**config.mk**
```make
export PLATFORM = sky130hd
export DESIGN_NAME = pss_top
export DESIGN_NICKNAME = d
export VERILOG_FILES = /design/src/rtl/pss_pkg.sv /design/src/rtl/pss_sync3.sv /design/src/rtl/pss_top.sv
export SDC_FILE = /design/constraint.sdc
export NUM_CORES = 1
export LEC_CHECK = 0
export ABC_CLOCK_PERIOD_IN_PS = 1000
export BUFFER_PORTS_ARGS = -buffer_cell sky130_fd_sc_hd__buf_2
export CORE_UTILIZATION = 25
export DETAILED_ROUTE_END_ITERATION = 16
export REMOVE_ABC_BUFFERS = 1
export SLEW_MARGIN = 20
export SYNTH_ARGS = -nofsm -noshare
export SYNTH_HDL_FRONTEND = slang
export SYNTH_SLANG_ARGS = --single-unit
```
**constraint.sdc**
```tcl
create_clock -name pclk -period 1 [get_ports pclk]
set_input_delay 0.1 -clock pclk [delete_from_list [all_inputs] [get_ports pclk]]
set_output_delay 0.1 -clock pclk [all_outputs]
set_load 0.02 [all_outputs]
```
**src/rtl/pss_pkg.sv**
```systemverilog
// constants for the phy summary status and interrupt control block
// assumes an apb slave with 32-bit data; register words hold 16 bits
package pss_pkg;

  // bus widths
  localparam int unsigned PSS_AW = 10;
  localparam int unsigned PSS_DW = 32;
  localparam int unsigned PSS_RW = 16;

  // register indices; byte address is four times the index
  localparam logic [7:0] PSS_IDX_BASIC   = 8'h01;
  localparam logic [7:0] PSS_IDX_SUMMARY = 8'h10;
  localparam logic [7:0] PSS_IDX_CTRL    = 8'h11;
  localparam logic [7:0] PSS_IDX_EVENT   = 8'h12;

  // summary status field positions
  localparam int unsigned PSS_SUM_LINK   = 0;
  localparam int unsigned PSS_SUM_SPEED  = 1;
  localparam int unsigned PSS_SUM_DUPLEX = 2;
  localparam int unsigned PSS_SUM_LOOP   = 3;
  localparam int unsigned PSS_SUM_ANC    = 4;
  localparam int unsigned PSS_SUM_JAB    = 5;
  localparam int unsigned PSS_SUM_RFAULT = 6;
  localparam int unsigned PSS_SUM_IRQ    = 7;

  // interrupt control field positions
  localparam int unsigned PSS_CTL_OE     = 0;
  localparam int unsigned PSS_CTL_EVT_IRQ_EN = 1;
  localparam int unsigned PSS_CTL_TEST   = 2;
  localparam int unsigned PSS_CTL_W      = 3;

  // basic status field positions
  localparam int unsigned PSS_BAS_JAB    = 1;
  localparam int unsigned PSS_BAS_LINK   = 2;
  localparam int unsigned PSS_BAS_RFAULT = 4;
  localparam int unsigned PSS_BAS_ANC    = 5;

  // event status and enable layout
  localparam int unsigned PSS_EVT_N      = 8;
  localparam int unsigned PSS_EVT_LSB    = 8;

  // reset values
  localparam logic [2:0]  PSS_CTRL_RST   = 3'h0;
  localparam logic [7:0]  PSS_EVT_RST    = 8'h00;
  localparam logic [15:0] PSS_WORD_RST   = 16'h0000;
  localparam logic        PSS_PIN_IDLE   = 1'b1;

endpackage

```
**src/rtl/pss_sync3.sv**
```systemverilog
// three-stage synchroniser for one pin level
// assumes an asynchronous pin; output moves once stages two and three agree
`timescale 1ns/1ps
`default_nettype none
module pss_sync3
  import pss_pkg::*;
(
  // clock and reset
  input  wire logic pclk,
  input  wire logic presetn,
  // pin and result
  input  wire logic pin_raw,
  output logic      pin_level
);

  logic s1_q, s2_q, s3_q, lvl_q;
  logic lvl_d;

  always_comb begin
    lvl_d = lvl_q;
    if (s2_q == s3_q) begin
      lvl_d = s3_q;
    end
  end

  always_ff @(posedge pclk or negedge presetn) begin
    if (!presetn) begin
      s1_q  <= PSS_PIN_IDLE;
      s2_q  <= PSS_PIN_IDLE;
      s3_q  <= PSS_PIN_IDLE;
      lvl_q <= PSS_PIN_IDLE;
    end else begin
      s1_q  <= pin_raw;
      s2_q  <= s1_q;
      s3_q  <= s2_q;
      lvl_q <= lvl_d;
    end
  end

  assign pin_level = lvl_q;

endmodule
`default_nettype wire

```
**src/rtl/pss_top.sv**
```systemverilog
// phy summary status, interrupt control and event status registers, apb slave
// assumes status levels and event pulses come from logic on pclk; the shared
// pin is asynchronous and is resolved outside from the output enable
`timescale 1ns/1ps
`default_nettype none
module pss_top
  import pss_pkg::*;
(
  // clock and reset
  input  wire logic              pclk,
  input  wire logic              presetn,
  // apb slave
  input  wire logic              psel,
  input  wire logic              penable,
  input  wire logic              pwrite,
  input  wire logic [PSS_AW-1:0] paddr,
  input  wire logic [PSS_DW-1:0] pwdata,
  input  wire logic [3:0]        pstrb,
  output logic                   pready,
  output logic [PSS_DW-1:0]      prdata,
  output logic                   pslverr,
  // phy status levels
  input  wire logic              link_up,
  input  wire logic              speed_10,
  input  wire logic              full_duplex,
  input  wire logic              loopback_on,
  input  wire logic              an_complete,
  input  wire logic              jabber_seen,
  input  wire logic              remote_fault_seen,
  // phy event pulses
  input  wire logic [7:0]        evt_pulse,
  // shared power-down / interrupt pin, active low
  input  wire logic              irq_pin_n_i,
  output logic                   irq_pin_n_o,
  output logic                   irq_pin_n_oe,
  // power-down request from the pin
  output logic                   powerdown_req
);

  function automatic logic hit(input logic [PSS_AW-1:0] a, input logic [7:0] idx);
    return a == {idx, 2'b00};
  endfunction

  function automatic logic mapped(input logic [PSS_AW-1:0] a);
    return hit(a, PSS_IDX_BASIC) || hit(a, PSS_IDX_SUMMARY) ||
           hit(a, PSS_IDX_CTRL) || hit(a, PSS_IDX_EVENT);
  endfunction

  // bus phases
  logic setup_ph, acc_ph, rd_acc, wr_acc;
  assign setup_ph = psel && !penable;
  assign acc_ph   = psel && penable;
  assign rd_acc   = acc_ph && !pwrite;
  assign wr_acc   = acc_ph && pwrite;

  // state
  logic [PSS_CTL_W-1:0] ctrl_q, ctrl_d;
  logic [PSS_EVT_N-1:0] evt_en_q, evt_en_d;
  logic [PSS_EVT_N-1:0] flag_q, flag_d;
  logic                 rf_q, rf_d;
  logic                 irq_q, irq_d;
  logic [PSS_RW-1:0]    rdata_q, rdata_d;
  logic                 err_q, err_d;
  logic [PSS_EVT_N-1:0] evt_clr;

  // register words as they read now
  logic [PSS_RW-1:0] summary_w, ctrl_w, event_w, basic_w;

  always_comb begin
    summary_w = PSS_WORD_RST;
    summary_w[PSS_SUM_LINK]   = link_up;
    summary_w[PSS_SUM_SPEED]  = speed_10;
    summary_w[PSS_SUM_DUPLEX] = full_duplex;
    summary_w[PSS_SUM_LOOP]   = loopback_on;
    summary_w[PSS_SUM_ANC]    = an_complete;
    summary_w[PSS_SUM_JAB]    = jabber_seen;
    summary_w[PSS_SUM_RFAULT] = rf_q;
    summary_w[PSS_SUM_IRQ]    = irq_q;
  end

  always_comb begin
    ctrl_w                = PSS_WORD_RST;
    ctrl_w[PSS_CTL_W-1:0] = ctrl_q;
    event_w               = {flag_q, evt_en_q};
    basic_w               = PSS_WORD_RST;
    basic_w[PSS_BAS_JAB]    = jabber_seen;
    basic_w[PSS_BAS_LINK]   = link_up;
    basic_w[PSS_BAS_RFAULT] = rf_q;
    basic_w[PSS_BAS_ANC]    = an_complete;
  end

  // read data is captured in the setup phase so prdata comes from a flop;
  // read side effects happen at the access edge; event flags clear only captured bits, the remote fault latch clears regardless of what was captured
  always_comb begin
    rdata_d = rdata_q;
    err_d   = err_q;
    if (setup_ph) begin
      err_d   = !mapped(paddr);
      rdata_d = PSS_WORD_RST;
      if (!pwrite) begin
        if (hit(paddr, PSS_IDX_SUMMARY)) begin
          rdata_d = summary_w;
        end else if (hit(paddr, PSS_IDX_CTRL)) begin
          rdata_d = ctrl_w;
        end else if (hit(paddr, PSS_IDX_EVENT)) begin
          rdata_d = event_w;
        end else if (hit(paddr, PSS_IDX_BASIC)) begin
          rdata_d = basic_w;
        end
      end
    end
  end

  always_ff @(posedge pclk or negedge presetn) begin
    if (!presetn) begin
      rdata_q <= PSS_WORD_RST;
      err_q   <= 1'b0;
    end else begin
      rdata_q <= rdata_d;
      err_q   <= err_d;
    end
  end

  assign pready  = 1'b1;
  assign prdata  = {{(PSS_DW-PSS_RW){1'b0}}, rdata_q};
  assign pslverr = acc_ph && err_q;

  // control and enable registers
  always_comb begin
    ctrl_d   = ctrl_q;
    evt_en_d = evt_en_q;
    if (wr_acc && pstrb[0]) begin
      if (hit(paddr, PSS_IDX_CTRL)) begin
        ctrl_d = pwdata[PSS_CTL_W-1:0];
      end
      if (hit(paddr, PSS_IDX_EVENT)) begin
        evt_en_d = pwdata[PSS_EVT_N-1:0];
      end
    end
  end

  // latched remote fault, set wins over the read clear
  always_comb begin
    rf_d = remote_fault_seen || (rf_q && !(rd_acc && hit(paddr, PSS_IDX_BASIC)));
  end

  // clear only what the read returned
  assign evt_clr = (rd_acc && hit(paddr, PSS_IDX_EVENT)) ?
                   rdata_q[PSS_EVT_LSB +: PSS_EVT_N] : PSS_EVT_RST;

  // flags set even when the event is masked
  genvar gi;
  generate
    for (gi = 0; gi < PSS_EVT_N; gi++) begin : g_flag
      always_comb begin
        flag_d[gi] = evt_pulse[gi] || (flag_q[gi] && !evt_clr[gi]);
      end
    end
  endgenerate

  // test forces, else enabled and pending events with global enable
  always_comb begin
    irq_d = ctrl_q[PSS_CTL_TEST] ||
            (ctrl_q[PSS_CTL_EVT_IRQ_EN] && |(flag_q & evt_en_q));
  end

  always_ff @(posedge pclk or negedge presetn) begin
    if (!presetn) begin
      ctrl_q   <= PSS_CTRL_RST;
      evt_en_q <= PSS_EVT_RST;
      flag_q   <= PSS_EVT_RST;
      rf_q     <= 1'b0;
      irq_q    <= 1'b0;
    end else begin
      ctrl_q   <= ctrl_d;
      evt_en_q <= evt_en_d;
      flag_q   <= flag_d;
      rf_q     <= rf_d;
      irq_q    <= irq_d;
    end
  end

  // shared pin: power-down input is only meaningful while not driving
  logic pin_level;

  pss_sync3 u_pin_sync (
    .pclk      (pclk),
    .presetn   (presetn),
    .pin_raw   (irq_pin_n_i),
    .pin_level (pin_level)
  );

  // pin role from control bit 0
  assign irq_pin_n_oe  = ctrl_q[PSS_CTL_OE];
  assign irq_pin_n_o   = !irq_q;
  assign powerdown_req = !ctrl_q[PSS_CTL_OE] && !pin_level;

  // checks

  logic rd_basic_acc;
  assign rd_basic_acc = rd_acc && hit(paddr, PSS_IDX_BASIC);
endmodule
`default_nettype wire

```
**Word-level counts from Yosys, hierarchy flattened**

Index checks and enable logic that the tools add are counted.

- Input bits: 67
- Flip-flop bits (word level): 42

- Bitwise operators: 1
- Multiplexer cells: 6
- Eq/ne operators: 5
- Reductions and logical operators: 50

Operators by type and width:

| operator | number |
|---|---|
| $mux W16 | 4 |
| $eq A10 B7 Y1 const B | 3 |
| $logic_and A1 B1 Y1 | 19 |
| $logic_not A1 Y1 | 15 |
| $logic_or A1 B1 Y1 | 13 |
| $eq A10 B3 Y1 const B | 1 |
| $and A8 B8 Y8 | 1 |
| $mux W8 | 1 |
| $reduce_or A8 Y1 | 1 |
| $mux W6 | 1 |
| $reduce_and A2 Y1 | 2 |
| $eq A1 B1 Y1 | 1 |

**Depth between registers and ports, before layout**

- Depth in word-level cells: 7
- Depth in mapped cells: 6
- Gate-level depth less buffers: 4

**Modules after synthesis**

Synthesis repeated with hierarchy kept, for this count alone.

- Cells, all modules: 176
- Area, all modules: 2021.9 µm²

By module, submodules not included:

| module | area each (µm²) | instances | sequential area each (µm²) | cells each |
|---|---|---|---|---|
| pss_top | 1905.6 | 1 | 950.9 | 171 |
| pss_sync3 | 116.4 | 1 | 105.1 | 5 |

**Least setup slack after synthesis**

OpenSTA, ideal clock, no wires.

- Path type: input port to flip-flop
- Start: input paddr[5]
- End: register evt_en_q[0]
- Required time: 875 ps
- Data arrival time: 1817 ps
- Stages: 5
- Path slack: -942 ps
- Library setup time: 125 ps
- Cell sequence: or4_4 -> or2_1 -> buf_2 -> nor4_4 -> mux2_2

- Word-level cells in the longest chain between the ends: 2

RTL lines:

| element | line | text |
|---|---|---|
| start, declared | pss_top.sv:16 | `input wire logic [PSS_AW-1:0] paddr,` |
| $eq A10 B7 Y1 | pss_top.sv:41 | `return a == {idx, 2'b00};` |
| $reduce_and A2 Y1 (no source line) | n/a |  |
| end signal, assigned | pss_top.sv:176 | `evt_en_q <= evt_en_d;` |
| end, declared | pss_top.sv:58 | `logic [PSS_EVT_N-1:0] evt_en_q, evt_en_d;` |

No other way between the ends.
A chain may end at the register's enable or synchronous reset.

**Final worst setup path**

- Start: input paddr[9]
- End: register evt_en_q[4]

The elaborated chain is that of the path after synthesis.

==> summary.md <==
| Metric | Value |
|---|---|
| Clk Latency, worst-skew pair | `~0.29 ns` |
| Leak Pwr | `around 1.4 nW` |
| Hold endpoint | `evt_en_q[5]$_DFFE_PN0P_` |
| Pwr Total | `0.00351 W` |
| Slew Limit Fails | `0` |
| Hold Vio Cnt, Final | `0` |
| Post-route ant nets | `0` |
| Power Dens Cells | `between 1000 and 1500 nW/µm²` |
| Nets | `about 350` |
| Hold path depth | `2` |
| Unrepaired setup endpoints after global routing | `yes` |
| Placed Area | `between 2000 and 3000 µm²` |
| Peak supply drop | `~0.59 mV` |
| Top Ports | `104` |
| Core Area | `about 7700 µm²` |
| Setup violations, final | `41` |
| Largest net degree at the start of global routing | `29` |
| Clock Path Buffers | `2` |
| Distinct cells, synth | `35` |
| Global route overflow | `0` |
| Status | `complete, but fails checks` |
| Count of input and output buffers | `between 50 and 60` |
| Area Growth Syn to Fin | `56.8%` |
| Worst R2R Path Depth | `3` |
| Routability cong. | `just under 0.8` |
| Seq/Total Area, Yosys | `0.535` |
| Clock H-tree levels | `2` |
| Antenna violations before repair | `0` |
| Syn Inst Count | `about 180` |
| Number of buffers created by CTS | `5` |
| Setup Skew | `0.00739 ns` |
| All-layer global routing usage | `0.133` |
| Hold WS | `~0.050 ns` |
| Via count | `between 1500 and 2000` |
| Number of fill cells in the layout | `770` |
| Placement Rows | `32` |
| Avg WL per Cell | `13.5 µm` |
| Number of flops mapped to enable cells by yosys | `0` |
| Failing checks | `setup timing` |
| RR Startpoint | `evt_en_q[5]$_DFFE_PN0P_` |
| Clock transition at path regs | `roughly 0.080 ns` |
| YS warnings | `0` |
| Worst setup SP type | `input pin` |
| Total negative slack | `-12.46 ns` |
| First-pass GRT wire length | `roughly 8500 µm` |
| Hold_sp | `pwdata[5]` |
| WL final | `between 5000 and 6000 µm` |
| Drt initial violations | `between 60 and 70` |
| Die height | `just over 90 µm` |
| Storage cell area | `1060 µm²` |
| Area of the multi-input gates | `~1000 µm²` |
| Layout cells sized above 1 | `0.502` |
| Die Span X | `between 90 and 100 µm` |
| Vias/cell | `around 4.4` |
| Worst Path Max Fanout | `8` |
| Clock sink count | `42` |
| # DRC | `0` |
| Post-route cell area | `3100 µm²` |
| # diodes | `0` |
| Crit. End Element | `flop` |
| Initial core utilization | `0.257` |
| Asr flop ratio synth | `1.00` |
| Die ar. | `~8300 µm²` |
| Tmin final | `roughly 1.5 ns` |
| Flops & latches, synth | `42` |
| Flop2flop setup slack | `-0.01 ns` |
| Post-Syn Area | `~2000 µm²` |
| Crit path DAT | `1.65 ns` |
| Vias in the first global route | `around 1700` |
| Post-Place Setup Slack | `-0.936 ns` |
| Worst Hold Class | `input pin to flop` |
| Top FF cell, synth | `dfrtp_1` |
| TritonCTS clock tree | `built` |
| Crit path required time | `1.18 ns` |
| Total of max-cap violations | `0` |
| Detailed Routing Iterations Pass 1 | `4` |
| Root buffer cell | `clkbuf_8` |
| Avg Cell Area, Syn | `between 10 and 15 µm²` |
| Post-DP HPWL | `3850 µm` |
| Setup Crit Path Kind | `input pin to flop` |
| Tcrit/Tclk final | `1.47` |
| RR Endpoint | `irq_q$_DFF_PN0_` |
| Fmax | `between 600 and 700 MHz` |
| Final worst slack | `-0.471 ns` |
-- per-stage QoR --
step	std cells	util
2_1_floorplan	171	-
3_3_place_gp	365	0.335
3_5_place_dp	365	0.335
4_1_cts	387	0.389
5_1_grt	389	0.403
6_report	389	0.403
-- routing by layer --
layer	GRT usage	up-vias	routed length [µm]	part of all wire
met5	0	-	0	0
met4	0.0529	0	114	0.022
met3	0.0345	9	308	0.059
met2	0.219	63	2530	0.48
met1	0.165	817	2300	0.44
li1	-	817	-	-
-- critical path: stages --
cell    delay [ns]
buf_6         0.09
or4_4         0.54
or2_4         0.27
nor4_4        0.14
buf_6         0.20
mux2_4        0.31
-- sequential cells by signal, summed over array words and instances (netlist names), 3 cells and up --
register,count
ctrl_q,3
evt_en_q,8
flag_q,8
rdata_q,16
-- Yosys cell counts, drive strengths merged (5+ instances only) --
master  number  share of area
buf         18          0.067
a21o        10          0.038
mux2i        5          0.025
nor2        10          0.019
mux2        11          0.063
a22o         8          0.035
dfrtp       38           0.48
clkbuf       5         0.0095
o21ai        8          0.020
nand2       20          0.038
-- cell usage in the layout, fill, tap and decap left out, types with 3 or more instances in the layout --
cell / n
buf_6: 14
nand2_1: 18
a21o_1: 10
clkbuf_8: 5
buf_4: 30
mux2_4: 11
dlygate4sd3_1: 11
dfstp_2: 4
mux2i_1: 3
a22oi_2: 3
a21oi_1: 3
dfrtp_1: 38
nor2_4: 5
buf_2: 51
nor4_4: 3
a22o_1: 8
nor2_1: 5
o21ai_1: 6
conb_1: 17
inv_1: 3
nand3_1: 3
-- kinds of logic after synthesis --
family                   share of synthesized area
AND/OR/NAND/NOR                              0.138
flip-flops                                   0.535
AO/OA/AOI/OAI                                0.148
buffers and inverters                       0.0824
multiplexers                                0.0881
other                                      0.00380
adder cells (fa/ha/maj)                    0.00507
-- layout make-up --
cell class                      count  area share
Sequential cell                    42       0.341
Clock buffer                        7      0.0246
Timing Repair Buffer              108       0.255
Clock inverter                      1     0.00970
Tap cell                          102      0.0412
Multi-Input combinational cell    126       0.325
Inverter                            3     0.00364
-- report_power, final --
part / switching, W / internal [W] / leakage [nW]
sequential: 0.0000104 / 0.00172 / 0.523
clock: 0.000586 / 0.000748 / 0.0524
combinational: 0.000242 / 0.000201 / 0.870
total: 0.000838 / 0.00267 / 1.45
-- how the worst max path moves through the flow --
stage | from | to | slack (ns)
2_1_floorplan | paddr[5] | evt_en_q[0]$_DFFE_PN0P_ | -0.90
3_3_place_gp | paddr[5] | evt_en_q[2]$_DFFE_PN0P_ | -0.92
3_5_place_dp | paddr[5] | evt_en_q[3]$_DFFE_PN0P_ | -0.94
4_1_cts | paddr[9] | evt_en_q[4]$_DFFE_PN0P_ | -0.47
5_1_grt | paddr[9] | evt_en_q[1]$_DFFE_PN0P_ | -0.50
6_report | paddr[9] | evt_en_q[4]$_DFFE_PN0P_ | -0.47
-- repair_timing --
action,4_1_cts,5_1_grt
endpoints found under the setup margin,42,44
hold buffers,11,0
hold endpoints to repair,20,0
buffers inserted,4,4
cloned,0,0
pin swaps,22,9
gates resized for setup,51,19
Note: power is estimated with default switching activity, not from simulation.
